$ cat src/rtl/rcc_defines.svh
`ifndef RCC_DEFINES_SVH
`define RCC_DEFINES_SVH

// Register byte offsets within the block.
`define RCC_OFS_DATE_NOW 8'h00
`define RCC_OFS_DATE_ALARM 8'h04
`define RCC_OFS_DATE_LOAD 8'h08
`define RCC_OFS_YEAR_NOW 8'h0c
`define RCC_OFS_YEAR_ALARM 8'h10
`define RCC_OFS_YEAR_LOAD 8'h14
`define RCC_OFS_TRIM 8'h18
`define RCC_OFS_IRQ_MASK 8'h1c
`define RCC_OFS_RAW_IRQ 8'h20
`define RCC_OFS_MASKED_IRQ 8'h24
`define RCC_OFS_IRQ_CLEAR 8'h28
`define RCC_OFS_CD_VALUE 8'h2c
`define RCC_OFS_CD_CONTROL 8'h30
`define RCC_OFS_RELOAD1 8'h34
`define RCC_OFS_RELOAD2 8'h38
`define RCC_OFS_PATTERN0 8'h3c
`define RCC_OFS_PATTERN1 8'h40
`define RCC_OFS_PATTERN2 8'h44
`define RCC_OFS_PATTERN3 8'h48
`define RCC_OFS_PAT_INDEX 8'h4c

// Countdown control fields.
`define RCC_CTL_RUN 0
`define RCC_CTL_ONE_SHOT 1
`define RCC_CTL_SELF_START 2
`define RCC_CTL_LEN_LSB 4
`define RCC_CTL_LEN_MSB 10
`define RCC_CTL_W 11

// Interrupt bit positions in mask, raw, masked and clear registers.
`define RCC_IRQ_ALARM 0
`define RCC_IRQ_COUNTDOWN 1

// Reset values.
`define RCC_RST_DATE_NOW 32'h02120000
`define RCC_RST_YEAR_NOW 14'h2000
`define RCC_RST_YEAR_ALARM 14'h2000
`define RCC_RST_TRIM 32'h00007fff
`define RCC_RST_CD_VALUE 32'hffffffff

// Calendar limits.
`define RCC_YEAR_MAX 14'd4096
`define RCC_SEC_MAX 6'd59
`define RCC_HOUR_MAX 5'd23
`define RCC_WDAY_MAX 3'd7
`define RCC_MONTH_MAX 4'd12

`endif

$ cat src/rtl/rcc_pkg.sv
`default_nettype none
package rcc_pkg;

  typedef struct packed {
    logic [2:0] rsvd;
    logic [3:0] month;
    logic [4:0] mday;
    logic [2:0] wday;
    logic [4:0] hour;
    logic [5:0] min;
    logic [5:0] sec;
  } rcc_date_t;

  typedef logic [13:0] rcc_year_t;

  typedef enum logic [3:0] {
    RCC_BUS_IDLE = 4'b0001,
    RCC_BUS_WR = 4'b0010,
    RCC_BUS_RD_WAIT = 4'b0100,
    RCC_BUS_RD_DONE = 4'b1000
  } rcc_bus_t;

  typedef struct packed {
    rcc_bus_t bus;
    logic [7:0] addr;
    logic [31:0] rdata;
    logic [1:0] s32;
    logic s32_q;
    logic [1:0] s1hz;
    logic s1hz_q;
    rcc_date_t date_now;
    rcc_year_t year_now;
    rcc_date_t date_alarm;
    rcc_year_t year_alarm;
    rcc_date_t date_load;
    rcc_year_t year_load;
    logic load_pend;
    logic [31:0] trim;
    logic [1:0] mask;
    logic [1:0] raw;
    logic [31:0] cnt;
    logic [10:0] ctrl;
    logic [31:0] reload1;
    logic [31:0] reload2;
    logic [127:0] pattern;
    logic [6:0] pidx;
  } rcc_state_t;

endpackage
`default_nettype wire

$ cat src/rtl/rcc_rtc.sv
// Implementation choices: the AHB-Lite slave port and the placing of the registers.
`include "rcc_defines.svh"
`default_nettype none
module rcc_rtc
  import rcc_pkg::*;
#(
  parameter int PATTERN_BITS = 128
) (
  input wire logic clk_sys,
  input wire logic srst,
  input wire logic hsel,
  input wire logic [31:0] haddr,
  input wire logic [1:0] htrans,
  input wire logic hwrite,
  input wire logic [2:0] hsize,
  input wire logic [31:0] hwdata,
  input wire logic hready,
  output logic hreadyout,
  output logic hresp,
  output logic [31:0] hrdata,
  input wire logic clk32k_in,
  input wire logic one_hz_tick,
  output logic alarm_irq,
  output logic countdown_irq,
  output logic combined_irq
);

  // The pattern registers and the 7-bit index are sized for exactly 128 bits.
  generate
    if (PATTERN_BITS != 128) begin : g_bad_pattern
      $error("rcc_rtc: PATTERN_BITS must be 128");
    end
  endgenerate

  ////////////////////////////////////////////////////////////////////////////
  // Helpers.

  // A zero in the weekday, day, month or year alarm field means that the field takes no part in the match.
  function automatic logic field_ok(input logic [13:0] now_val, input logic [13:0] alarm_val);
    field_ok = (alarm_val == 14'h0) || (now_val == alarm_val);
  endfunction

  function automatic logic [31:0] year_word(input rcc_year_t y);
    year_word = {18'h0, y};
  endfunction

  function automatic logic [1:0] masked_flags(input logic [1:0] raw, input logic [1:0] mask);
    masked_flags = raw & mask;
  endfunction

  // Set wins over clear, so an event that lands in the clearing cycle is not lost.
  function automatic logic flag_next(input logic held, input logic clear, input logic event_now);
    flag_next = (held & ~clear) | event_now;
  endfunction

  function automatic logic alarm_hit(input rcc_date_t d, input rcc_year_t y,
                                     input rcc_date_t a, input rcc_year_t ay);
    logic hit;
    hit = (d.sec == a.sec) && (d.min == a.min) && (d.hour == a.hour);
    hit = hit && field_ok({11'h0, d.wday}, {11'h0, a.wday});
    hit = hit && field_ok({9'h0, d.mday}, {9'h0, a.mday});
    hit = hit && field_ok({10'h0, d.month}, {10'h0, a.month});
    hit = hit && field_ok(y, ay);
    alarm_hit = hit;
  endfunction

  function automatic logic [31:0] read_word(input logic [7:0] a, input rcc_state_t s);
    logic [31:0] w;
    w = 32'h0;
    // Unmapped offsets read as zero.
    if (a == `RCC_OFS_DATE_NOW) begin
      w = s.date_now;
    end else if (a == `RCC_OFS_DATE_ALARM) begin
      w = s.date_alarm;
    end else if (a == `RCC_OFS_DATE_LOAD) begin
      w = s.date_load;
    end else if (a == `RCC_OFS_YEAR_NOW) begin
      w = year_word(s.year_now);
    end else if (a == `RCC_OFS_YEAR_ALARM) begin
      w = year_word(s.year_alarm);
    end else if (a == `RCC_OFS_YEAR_LOAD) begin
      w = year_word(s.year_load);
    end else if (a == `RCC_OFS_TRIM) begin
      w = s.trim;
    end else if (a == `RCC_OFS_IRQ_MASK) begin
      w = {30'h0, s.mask};
    end else if (a == `RCC_OFS_RAW_IRQ) begin
      w = {30'h0, s.raw};
    end else if (a == `RCC_OFS_MASKED_IRQ) begin
      w = {30'h0, masked_flags(s.raw, s.mask)};
    end else if (a == `RCC_OFS_IRQ_CLEAR) begin
      w = 32'h0; // The clear register is write-only and reads as zero.
    end else if (a == `RCC_OFS_CD_VALUE) begin
      w = s.cnt;
    end else if (a == `RCC_OFS_CD_CONTROL) begin
      w = {21'h0, s.ctrl};
    end else if (a == `RCC_OFS_RELOAD1) begin
      w = s.reload1;
    end else if (a == `RCC_OFS_RELOAD2) begin
      w = s.reload2;
    end else if (a == `RCC_OFS_PATTERN0) begin
      w = s.pattern[31:0];
    end else if (a == `RCC_OFS_PATTERN1) begin
      w = s.pattern[63:32];
    end else if (a == `RCC_OFS_PATTERN2) begin
      w = s.pattern[95:64];
    end else if (a == `RCC_OFS_PATTERN3) begin
      w = s.pattern[127:96];
    end else if (a == `RCC_OFS_PAT_INDEX) begin
      w = {25'h0, s.pidx};
    end
    read_word = w;
  endfunction

  ////////////////////////////////////////////////////////////////////////////
  // State.

  // All state lives in one packed struct; its next value is built in one place below.
  rcc_state_t r_reg;
  rcc_state_t r_next;
  rcc_date_t step_date;
  rcc_year_t step_year;

  // The one-second step is worked out every cycle and used only on a tick.
  rcc_cal_step u_cal_step (
    .cur_date(r_reg.date_now),
    .cur_year(r_reg.year_now),
    .next_date(step_date),
    .next_year(step_year)
  );

  // Reads take one wait state so that hrdata comes from a flip-flop and a read
  // straight after a write already sees the written value.
  assign hreadyout = (r_reg.bus != RCC_BUS_RD_WAIT);
  assign hresp = 1'b0;
  assign hrdata = r_reg.rdata;
  assign alarm_irq = r_reg.raw[`RCC_IRQ_ALARM];
  assign countdown_irq = r_reg.raw[`RCC_IRQ_COUNTDOWN];
  assign combined_irq = |masked_flags(r_reg.raw, r_reg.mask);

  ////////////////////////////////////////////////////////////////////////////
  // Next state.

  always_comb begin
    logic tick32;
    logic tick1hz;
    logic wr;
    logic running;
    logic one_shot;
    logic [32:0] dec;
    logic [6:0] plen;
    logic [1:0] clr;
    logic cd_evt;
    logic cal_evt;
    tick32 = 1'b0;
    tick1hz = 1'b0;
    wr = 1'b0;
    running = 1'b0;
    one_shot = 1'b0;
    dec = 33'h0;
    plen = 7'h0;
    clr = 2'h0;
    cd_evt = 1'b0;
    cal_evt = 1'b0;
    r_next = r_reg;

    ////////////////////////////////////////////////////////////////////////
    // Both slow inputs are foreign to clk_sys; edges are taken past stage two.
    // Each level of either pin must last one clk_sys period or a step is lost.
    r_next.s32 = {r_reg.s32[0], clk32k_in};
    r_next.s32_q = r_reg.s32[1];
    r_next.s1hz = {r_reg.s1hz[0], one_hz_tick};
    r_next.s1hz_q = r_reg.s1hz[1];
    tick32 = r_reg.s32[1] & ~r_reg.s32_q;
    tick1hz = r_reg.s1hz[1] & ~r_reg.s1hz_q;

    ////////////////////////////////////////////////////////////////////////
    // Bus slave.
    // While a read waits hready is low, so no new address phase is taken then.
    wr = (r_reg.bus == RCC_BUS_WR);
    case (r_reg.bus)
      RCC_BUS_RD_WAIT: begin
        r_next.rdata = read_word(r_reg.addr, r_reg);
        r_next.bus = RCC_BUS_RD_DONE;
      end
      default: begin
        if (hsel && htrans[1] && hready) begin
          r_next.addr = haddr[7:0];
          r_next.bus = hwrite ? RCC_BUS_WR : RCC_BUS_RD_WAIT;
        end else begin
          r_next.bus = RCC_BUS_IDLE;
        end
      end
    endcase

    ////////////////////////////////////////////////////////////////////////
    // Countdown.
    // A borrow, a tick that finds the count already at zero, is the zero event.
    // The index restarts at zero on a start by control write and on every first reload write taken,
    // but not on a self-start from a reload two write, which keeps the old index.
    running = r_reg.ctrl[`RCC_CTL_RUN];
    one_shot = r_reg.ctrl[`RCC_CTL_ONE_SHOT];
    plen = r_reg.ctrl[`RCC_CTL_LEN_MSB:`RCC_CTL_LEN_LSB];
    if (running && tick32) begin
      dec = {1'b0, r_reg.cnt} - 33'h1;
      if (dec[32]) begin
        cd_evt = 1'b1;
        if (one_shot) begin
          r_next.cnt = 32'h0;
          r_next.ctrl[`RCC_CTL_RUN] = 1'b0;
        end else begin
          r_next.cnt = r_reg.pattern[r_reg.pidx] ? r_reg.reload2 : r_reg.reload1;
          r_next.pidx = (r_reg.pidx >= plen) ? 7'h0 : r_reg.pidx + 7'h1;
        end
      end else begin
        r_next.cnt = dec[31:0];
      end
    end

    ////////////////////////////////////////////////////////////////////////
    // Calendar: a pending load replaces the step at the next second.
    // The alarm sees the value about to be stored, so a freshly loaded date can match at once.
    if (tick1hz) begin
      if (r_reg.load_pend) begin
        r_next.date_now = r_reg.date_load;
        r_next.year_now = r_reg.year_load;
        r_next.load_pend = 1'b0;
      end else begin
        r_next.date_now = step_date;
        r_next.year_now = step_year;
      end
      cal_evt = alarm_hit(r_next.date_now, r_next.year_now, r_reg.date_alarm, r_reg.year_alarm);
    end

    ////////////////////////////////////////////////////////////////////////
    // Register writes, applied in the data phase.
    // A control write in the cycle of a one-shot borrow wins, as software's request is newer.
    // Reload writes are dropped while the timer runs, so a count in flight is never torn.
    if (wr) begin
      if (r_reg.addr == `RCC_OFS_DATE_ALARM) begin
        r_next.date_alarm = hwdata;
        r_next.date_alarm.rsvd = 3'h0;
      end else if (r_reg.addr == `RCC_OFS_DATE_LOAD) begin
        // The year load is taken together with the date, so write both before the tick.
        r_next.date_load = hwdata;
        r_next.date_load.rsvd = 3'h0;
        r_next.load_pend = 1'b1;
      end else if (r_reg.addr == `RCC_OFS_YEAR_ALARM) begin
        r_next.year_alarm = hwdata[13:0];
      end else if (r_reg.addr == `RCC_OFS_YEAR_LOAD) begin
        r_next.year_load = hwdata[13:0];
      end else if (r_reg.addr == `RCC_OFS_TRIM) begin
        // Trim is storage for software only; nothing in this block uses it.
        r_next.trim = hwdata;
      end else if (r_reg.addr == `RCC_OFS_IRQ_MASK) begin
        r_next.mask = hwdata[1:0];
      end else if (r_reg.addr == `RCC_OFS_IRQ_CLEAR) begin
        clr = hwdata[1:0];
      end else if (r_reg.addr == `RCC_OFS_CD_CONTROL) begin
        r_next.ctrl = hwdata[`RCC_CTL_W-1:0];
        // Starting from stopped by a control write always begins from the first reload value.
        if (!running && hwdata[`RCC_CTL_RUN]) begin
          r_next.cnt = r_reg.reload1;
          r_next.pidx = 7'h0;
        end
      end else if (r_reg.addr == `RCC_OFS_RELOAD1) begin
        if (!running) begin
          r_next.reload1 = hwdata;
          r_next.cnt = hwdata;
          r_next.pidx = 7'h0;
          if (r_reg.ctrl[`RCC_CTL_SELF_START]) begin
            r_next.ctrl[`RCC_CTL_RUN] = 1'b1;
          end
        end
      end else if (r_reg.addr == `RCC_OFS_RELOAD2) begin
        // Reload two leaves the count alone; it is used at a later borrow.
        if (!running) begin
          r_next.reload2 = hwdata;
          if (r_reg.ctrl[`RCC_CTL_SELF_START]) begin
            r_next.ctrl[`RCC_CTL_RUN] = 1'b1;
          end
        end
      end else if (r_reg.addr == `RCC_OFS_PATTERN0) begin
        r_next.pattern[31:0] = hwdata;
      end else if (r_reg.addr == `RCC_OFS_PATTERN1) begin
        r_next.pattern[63:32] = hwdata;
      end else if (r_reg.addr == `RCC_OFS_PATTERN2) begin
        r_next.pattern[95:64] = hwdata;
      end else if (r_reg.addr == `RCC_OFS_PATTERN3) begin
        r_next.pattern[127:96] = hwdata;
      end
    end

    ////////////////////////////////////////////////////////////////////////
    // Flags stay until cleared; an event in the clearing cycle survives.
    // Raw flags go out unmasked; the mask gates only the combined line and the masked register.
    r_next.raw[`RCC_IRQ_ALARM] = flag_next(r_reg.raw[`RCC_IRQ_ALARM], clr[`RCC_IRQ_ALARM], cal_evt);
    r_next.raw[`RCC_IRQ_COUNTDOWN] = flag_next(r_reg.raw[`RCC_IRQ_COUNTDOWN], clr[`RCC_IRQ_COUNTDOWN],
                                               cd_evt);
  end

  ////////////////////////////////////////////////////////////////////////////
  // Registers.

  // The synchroniser stages clear with the rest, so a pin that is high at reset gives one edge after it.
  always_ff @(posedge clk_sys) begin
    if (srst) begin
      r_reg <= '0;
      r_reg.bus <= RCC_BUS_IDLE;
      r_reg.date_now <= `RCC_RST_DATE_NOW;
      r_reg.year_now <= `RCC_RST_YEAR_NOW;
      r_reg.year_alarm <= `RCC_RST_YEAR_ALARM;
      r_reg.trim <= `RCC_RST_TRIM;
      r_reg.cnt <= `RCC_RST_CD_VALUE;
    end else begin
      r_reg <= r_next;
    end
  end

endmodule
`default_nettype wire

$ cat src/rtl/rcc_cal_step.sv
`include "rcc_defines.svh"
`default_nettype none
module rcc_cal_step
  import rcc_pkg::*;
(
  input wire rcc_date_t cur_date,
  input wire rcc_year_t cur_year,
  output rcc_date_t next_date,
  output rcc_year_t next_year
);

  function automatic logic is_leap(input rcc_year_t y);
    is_leap = (y[1:0] == 2'b00) && (((y % 14'd100) != 14'd0) || ((y % 14'd400) == 14'd0));
  endfunction

  function automatic logic [4:0] month_days(input logic [3:0] m, input rcc_year_t y);
    if (m == 4'd2) begin
      month_days = is_leap(y) ? 5'd29 : 5'd28;
    end else if (m == 4'd4 || m == 4'd6 || m == 4'd9 || m == 4'd11) begin
      month_days = 5'd30;
    end else begin
      month_days = 5'd31;
    end
  endfunction

  // Each field wraps to its first value; all but the weekday and the year carry into the next one.
  always_comb begin
    next_date = cur_date;
    next_year = cur_year;
    next_date.rsvd = 3'h0;
    if (cur_date.sec < `RCC_SEC_MAX) begin
      next_date.sec = cur_date.sec + 6'd1;
    end else begin
      next_date.sec = 6'd0;
      if (cur_date.min < `RCC_SEC_MAX) begin
        next_date.min = cur_date.min + 6'd1;
      end else begin
        next_date.min = 6'd0;
        if (cur_date.hour < `RCC_HOUR_MAX) begin
          next_date.hour = cur_date.hour + 5'd1;
        end else begin
          next_date.hour = 5'd0;
          next_date.wday = (cur_date.wday >= `RCC_WDAY_MAX) ? 3'd1 : cur_date.wday + 3'd1;
          if (cur_date.mday < month_days(cur_date.month, cur_year)) begin
            next_date.mday = cur_date.mday + 5'd1;
          end else begin
            next_date.mday = 5'd1;
            if (cur_date.month < `RCC_MONTH_MAX) begin
              next_date.month = cur_date.month + 4'd1;
            end else begin
              next_date.month = 4'd1;
              next_year = (cur_year >= `RCC_YEAR_MAX) ? 14'd0 : cur_year + 14'd1;
            end
          end
        end
      end
    end
  end

endmodule
`default_nettype wire

$ cat config.mk
export PLATFORM = sky130hd
export DESIGN_NAME = rcc_rtc
export DESIGN_NICKNAME = d
export VERILOG_FILES = /design/src/rtl/rcc_pkg.sv /design/src/rtl/rcc_rtc.sv /design/src/rtl/rcc_cal_step.sv
export VERILOG_INCLUDE_DIRS = /design/src /design/src/rtl
export SDC_FILE = /design/constraint.sdc
export NUM_CORES = 1
export LEC_CHECK = 0
export ABC_AREA = 0
export CORE_UTILIZATION = 30
export CTS_CLUSTER_DIAMETER = 100
export DETAILED_ROUTE_END_ITERATION = 8
export DONT_BUFFER_PORTS = 1
export GPL_TIMING_DRIVEN = 0
export PLACE_DENSITY = 0.47
export SKIP_LAST_GASP = 1
export SLEW_MARGIN = 20
export SYNTH_ARGS = -nofsm -noshare
export SYNTH_HDL_FRONTEND = slang
export SYNTH_SLANG_ARGS = --single-unit
$ cat constraint.sdc
create_clock -name clk_sys -period 9.3 [get_ports clk_sys]
set_input_delay 0.93 -clock clk_sys [delete_from_list [all_inputs] [get_ports clk_sys]]
set_output_delay 0.93 -clock clk_sys [all_outputs]
set_load 0.005 [all_outputs]
==> results of run 1 <==
[kinds of logic (layout without fill, tap and decap cells)]
| family | after synthesis | in the layout |
|---|---|---|
| buffers and inverters | 406 | 510 |
| xor gates and xnor gates | 58 | 58 |
| adders and majority gates | 24 | 24 |
| and+or+nand+nor | 1455 | 1455 |
| muxes | 118 | 118 |
| DFF | 458 | 458 |
| AOI/OAI and AO/OA | 1094 | 1094 |
| other | 1 | 2 |
[path summary, 6_finish.rpt]
check / slack (ns) / end / from
setup / recovery: 2.62 / r_reg[227] / r_reg[0]
hold / removal: 0.38 / r_reg[465] / hwrite
setup reg to reg: 2.62 / r_reg[227] / r_reg[0]
hold reg to reg: 0.44 / r_next[420] / r_next[422]
[layer usage]
metal	track usage, %	wire [um]	vias to the layer above
li1	-	-	13110
met1	38.96	57910	14130
met2	47.40	62520	1550
met3	5.378	12200	302
met4	12.30	6158	8
met5	0	54	-
[layout by cell type (no fill, tap or decap), types with 37 or more instances in the layout]
cell type / instances
nand2_1: 871
o21ai_0: 121
nand3_1: 71
clkbuf_1: 294
mux4_2: 47
nor2_1: 206
a222oi_1: 40
buf_4: 39
dfxtp_1: 458
a31oi_1: 45
clkbuf_16: 56
nor3_1: 55
mux2i_1: 56
o211ai_1: 39
a221oi_1: 46
a21oi_1: 485
inv_1: 37
[final cells by class]
cell class	instances	area (um^2)	share of cell area, %
Multi-Input combinational cell	2750	16170	52.95
Sequential cell	458	9169	30.02
Buffer	369	1640	5.371
Clock buffer	79	1628	5.330
Tap cell	1165	1458	4.773
Clock inverter	22	311.5	1.020
Inverter	37	138.9	0.4548
Timing Repair Buffer	3	21.27	0.06965
Antenna cell	1	2.502	0.008194
[worst reg2reg max path, delay by kind of cell (launching register included)]
kind	cells	cell delay (ns)
flip-flops	1	0.33
AO/OA/AOI/OAI	4	0.77
multiplexers	5	3.00
AND/OR/NAND/NOR	1	0.10
buffers and inverters	3	2.32
[stage by stage]
stage,setup slack (ns),util (%)
3_5_place_dp,2.767,32.15
6_report,2.618,34.34
4_1_cts,2.730,34.33
3_3_place_gp,2.515,32.11
5_1_grt,2.327,34.34
2_1_floorplan,4.001,-
[power breakdown]
part           total, mW  internal (mW)  switching (mW)  leakage [nW]
Sequential          1.97           1.97         0.00505          3.69
Combinational      0.221         0.0386           0.182          5.14
Clock               2.37           1.41           0.959         0.964
Total               4.56           3.41            1.15          9.79
==> impl_metrics.toml, run 1 <==
[drt]
post_drt_wl_per_cell_um = 28.43
first_iter_violations = 4023
drc_errors = 0
drtAntennaViolNets = 0
routed-via-count = 29100
vias_per_cell = 5.959
first_pass_iters = 9
drt-total-wl_mm = 138.8

[worst_setup_path]
cp_max_fo = 10
cp_slowest_stage_delay_ns = 0.91
crit_chain = "clkbuf_1 > clkbuf_1 > mux4_2 > mux4_2 > mux4_2 > mux2i_1 > clkbuf_1 > mux2i_1 > o22ai_1 > a22oi_1 > nand2_1 > a21oi_1 > o221ai_1"
cp_top_family = "multiplexers"
critPathBufInv = 3
path_depth = 13
setup.worst_path.class = "reg2reg"
rr_worst_depth = 13
cp-end-kind = "flop"
critPathLaunchType = "flop"
required_ns = 9.79
critPathArrivalTime_ns = 7.18
worst_path_max_delay_cell = "mux2i_1"

[synthesis]
netlist-cell-type-count = 110
yosys.area_share.simple_pct = 23.65
synth.most_common_cell = "nand2_1"
synth.area.top_cells = "dfxtp_1, nand2_1, a21oi_1"
syn_inst = 3614
syn-cell-area_um2 = 27090
async_reset_ff_share_pct = 0
syn_nets = 3712
ys.flop_type = "dfxtp_1"
synth_seq_cells = 458
synth_top_area_cell = "dfxtp_1"
ys_seq_area_share_pct = 33.84
synthAdderAreaFrac_pct = 1.094
synth_compound_area_share_pct = 26.35
synth_edf_count = 0
yosysTopAreaCellShare_pct = 33.84
ys_top_cells_by_count = "nand2_1, a21oi_1, dfxtp_1"
synth_top_family_by_area = "compound AO/OA/AOI/OAI gates"
synth_mux_area_share_pct = 6.627
syn_area_per_cell_um2 = 7.497
synth-xor-area-share_pct = 1.875
ys_warn_count = 0

[die]
ios = 113
fp.coreArea_um2 = 88920
start_util_pct = 30.47
die-area_um2 = 91520
rows = 109
die_y_um = 302.5
die_x_um = 302.5

[place]
gp_congestion = 0.9862
dpl.cell_count = 4782
portBuffers = 0
place_area_um2 = 28590
hpwl_mm = 106.9

[clock_network]
post_cts_buffers = 0
clockBufferDepth = 3
path_clk_slew_ns = 0.06
cts_tree = "done"
root_buffer = "clkbuf_16"
clock_latency_ns = 0.65
clock_sinks = 458
ctsResizeCount = 0
numCtsBuffers = 55
cts_htree_levels = 2
ctsHoldBuffers = 0

[global_route]
grt_use_total_pct = 29.58
antenna_found_initial = 4
grt_pass1_vias = 27220
grt_max_degree = 15
grt_pass1_wl_mm = 197.3
grt_overflow = 0

[sta]
slew_headroom_pct = 12.25
worstMarginPinSlew_ns = 1.306
min_period_ns = 6.682
setup-tns-final_ns = 0
holdWs_ns = 0.3838
min_period_over_period_pct = 71.85
hold_viol_final = 0
max_freq_mhz = 149.7
slew_violations = 0
setup_viol = 0
finalClockSkew_ns = 0.03632
rsz0062_at_grt = "no"

[layout]
fin_nets = 3772
largest_register_ffs = 420
drive_gt1_share_pct = 7.639
num-fill-cells = 9664
instances_no_fill = 4884
design_area_um2 = 30540
syn2layout_area_growth_pct = 12.71

[power_and_ir_drop]
p_leak_nw = 9.795
total_power_mw = 4.559
vdd.ir_drop.worst_mv = 0.1119
powerDensity_nw_per_um2 = 149.3

[run_status]
status = "complete, no violations"

[hold_path]
hold_depth = 1
worstHoldPathType = "in2reg"

[flow_run]
maxCapViolCount = 0
Note: power is estimated with default switching activity, not from simulation.
==> inputs of run 2 (changes only) <==
==> constraint.sdc (replaced) <==
create_clock -name clk_sys -period 6.8 [get_ports clk_sys]
set_input_delay 0.68 -clock clk_sys [delete_from_list [all_inputs] [get_ports clk_sys]]
set_output_delay 0.68 -clock clk_sys [all_outputs]
set_load 0.005 [all_outputs]
==> run 2 against run 1 <==
Worst setup slack worse by 2.3 ns. Sequential cell count unchanged. Via count about the same. Clock skew up 0.0021 ns. Sequential share of layout area about the same. Utilization about the same. Wire length about the same. Clock power up 37%. Critical path depth up 9.
==> impl_metrics.toml, run 2 (same netlist as run 1, synthesis figures left out) <==
[global_route]
grt_max_degree = 15
gr-usage-met1_pct = 38.96
grt.met3_usage_pct = 5.378
grt_overflow = 0
use_met2_pct = 47.40
grt_pass1_wl_mm = 197.3
top_usage_layer = "met2"
grt_pass1_vias = 27220
grt_use_total_pct = 29.58
antenna_found_initial = 4

[die]
die-area_um2 = 91520
fp.coreArea_um2 = 88920
rows = 109
start_util_pct = 30.47
die_x_um = 302.5
ios = 113
die_y_um = 302.5

[sta]
setup-tns-final_ns = 0
worstMarginPinSlew_ns = 1.272
finalClockSkew_ns = 0.03838
slew_violations = 0
slew_headroom_pct = 15.19
rsz0062_at_grt = "no"
max_freq_mhz = 153.2
hold_viol_final = 0
min_period_ns = 6.528
min_period_over_period_pct = 95.99
setup_viol = 0
holdWs_ns = 0.1374

[layout]
multi_input_area_um2 = 16180
fin_nets = 3772
final_util_pct = 34.37
seq_area_um2 = 9169
syn2layout_area_growth_pct = 12.79
drive_gt1_share_pct = 7.719
largest_register_ffs = 420
instances_no_fill = 4885
most-common-layout-cells = "nand2_1, a21oi_1, dfxtp_1, clkbuf_1, nor2_1"
final_common_cell = "nand2_1"
num-fill-cells = 9664

[worst_setup_path]
cp_max_fo = 10
worst_path_max_delay_cell = "o311ai_0"
cp_slowest_stage_delay_ns = 0.60
critPathArrivalTime_ns = 7.03
startpoint = "r_reg[380]"
setup.worst_path.class = "reg2reg"
cp-end-kind = "flop"
cpMostUsedCell = "buf_2"
r2r_start = "r_reg[380]"
critPathLaunchType = "flop"
required_ns = 7.30
crit_chain = "buf_2 > buf_2 > o22ai_1 > o211a_1 > o21a_1 > a211oi_2 > buf_4 > a21oi_4 > xnor2_1 > o311ai_0 > nand2_1 > nor2_1 > a311oi_1 > mux2_4 > a2111o_1 > buf_6 > nand3_4 > and2_1 > nand3_1 > a311o_1 > a41oi_1 > o31ai_2"

[drt]
routed-via-count = 29120
vias_per_cell = 5.960
drt-total-wl_mm = 138.9
first_iter_violations = 3853
post_drt_wl_per_cell_um = 28.43
drtAntennaViolNets = 0
first_pass_iters = 9
drc_errors = 0

[hold_path]
worstHoldPathType = "in2reg"
min_from = "hwrite"

[power_and_ir_drop]
p_seq_share_pct = 43.2
combPwrFrac_pct = 4.8
p_sw_mw = 1.567
powerDensity_nw_per_um2 = 204.0
p_clk_share_pct = 51.9
total_power_mw = 6.234
intPower_mw = 4.667
p_leak_nw = 9.802
p_sw_share_pct = 25.14
vdd.ir_drop.worst_mv = 0.1529

[clock_network]
clock_latency_ns = 0.65
cts_htree_levels = 2
numCtsBuffers = 55
clock_sinks = 458
path_clk_slew_ns = 0.07
cts_tree = "done"
post_cts_buffers = 0
root_buffer = "clkbuf_16"
clockBufferDepth = 3

[place]
portBuffers = 0
dpl.cell_count = 4782
hpwl_mm = 106.9
gp_congestion = 0.9862

[flow_run]
maxCapViolCount = 0

[run_status]
status = "complete, no violations"
[run 2: what timing repair did]
action	in CTS	in global routing
endpoints found under the hold margin	0	0
hold buffers	0	0
resized for setup	0	5
setup endpoints to repair	0	2
[run 2: path summary, 6_finish.rpt]
path	end	slack, ns	cells after the start
worst min register to register	r_next[420]	0.44	1
worst max-delay path	alarm_irq	0.27	22
worst max register to register	alarm_irq	0.27	22
worst min-delay path	r_reg[465]	0.14	1
[run 2: worst max-delay path: cells and delay by family, from the launching register on]
kind	cells	cell delay, ns
AO/OA/AOI/OAI	11	3.17
XOR/XNOR	1	0.23
buffers and inverters	4	0.97
flip-flops	1	0.50
multiplexers	1	0.30
AND/OR/NAND/NOR	5	1.22
[run 2: stage by stage]
stage	setup WS [ns]	area (um^2)
6_report	0.2724	30560
2_1_floorplan	1.501	27090
3_5_place_dp	0.2666	28590
4_1_cts	0.2296	30530
3_3_place_gp	0.01466	28550
5_1_grt	0.007450	30560
[run 2: area by class of cell]
cell class              instances  area share [%]
well taps                    1165           4.770
plain buffers                 369           5.388
inverters                      37          0.4545
clock buffers                  79           5.326
multi-input cells            2750           52.95
clock inverters                22           1.019
flip-flops and latches        458           30.00
repair buffers                  3         0.06960
diodes                          2         0.01638
[run 2: power groups by stage]
stage	Sequential, mW	Combinational (mW)	Clock (mW)
2_1_floorplan	2.75	0.143	0
3_3_place_gp	2.76	0.291	0
3_5_place_dp	2.76	0.290	0
4_1_cts	2.70	0.291	3.25
5_1_grt	2.70	0.307	3.35
6_report	2.70	0.301	3.24
[run 2: routing by layer]
layer	part of all wire (%)	up-vias
li1	-	13130
met4	4.5	6
met3	8.6	315
met1	42	14150
met2	45	1521
met5	0.032	-
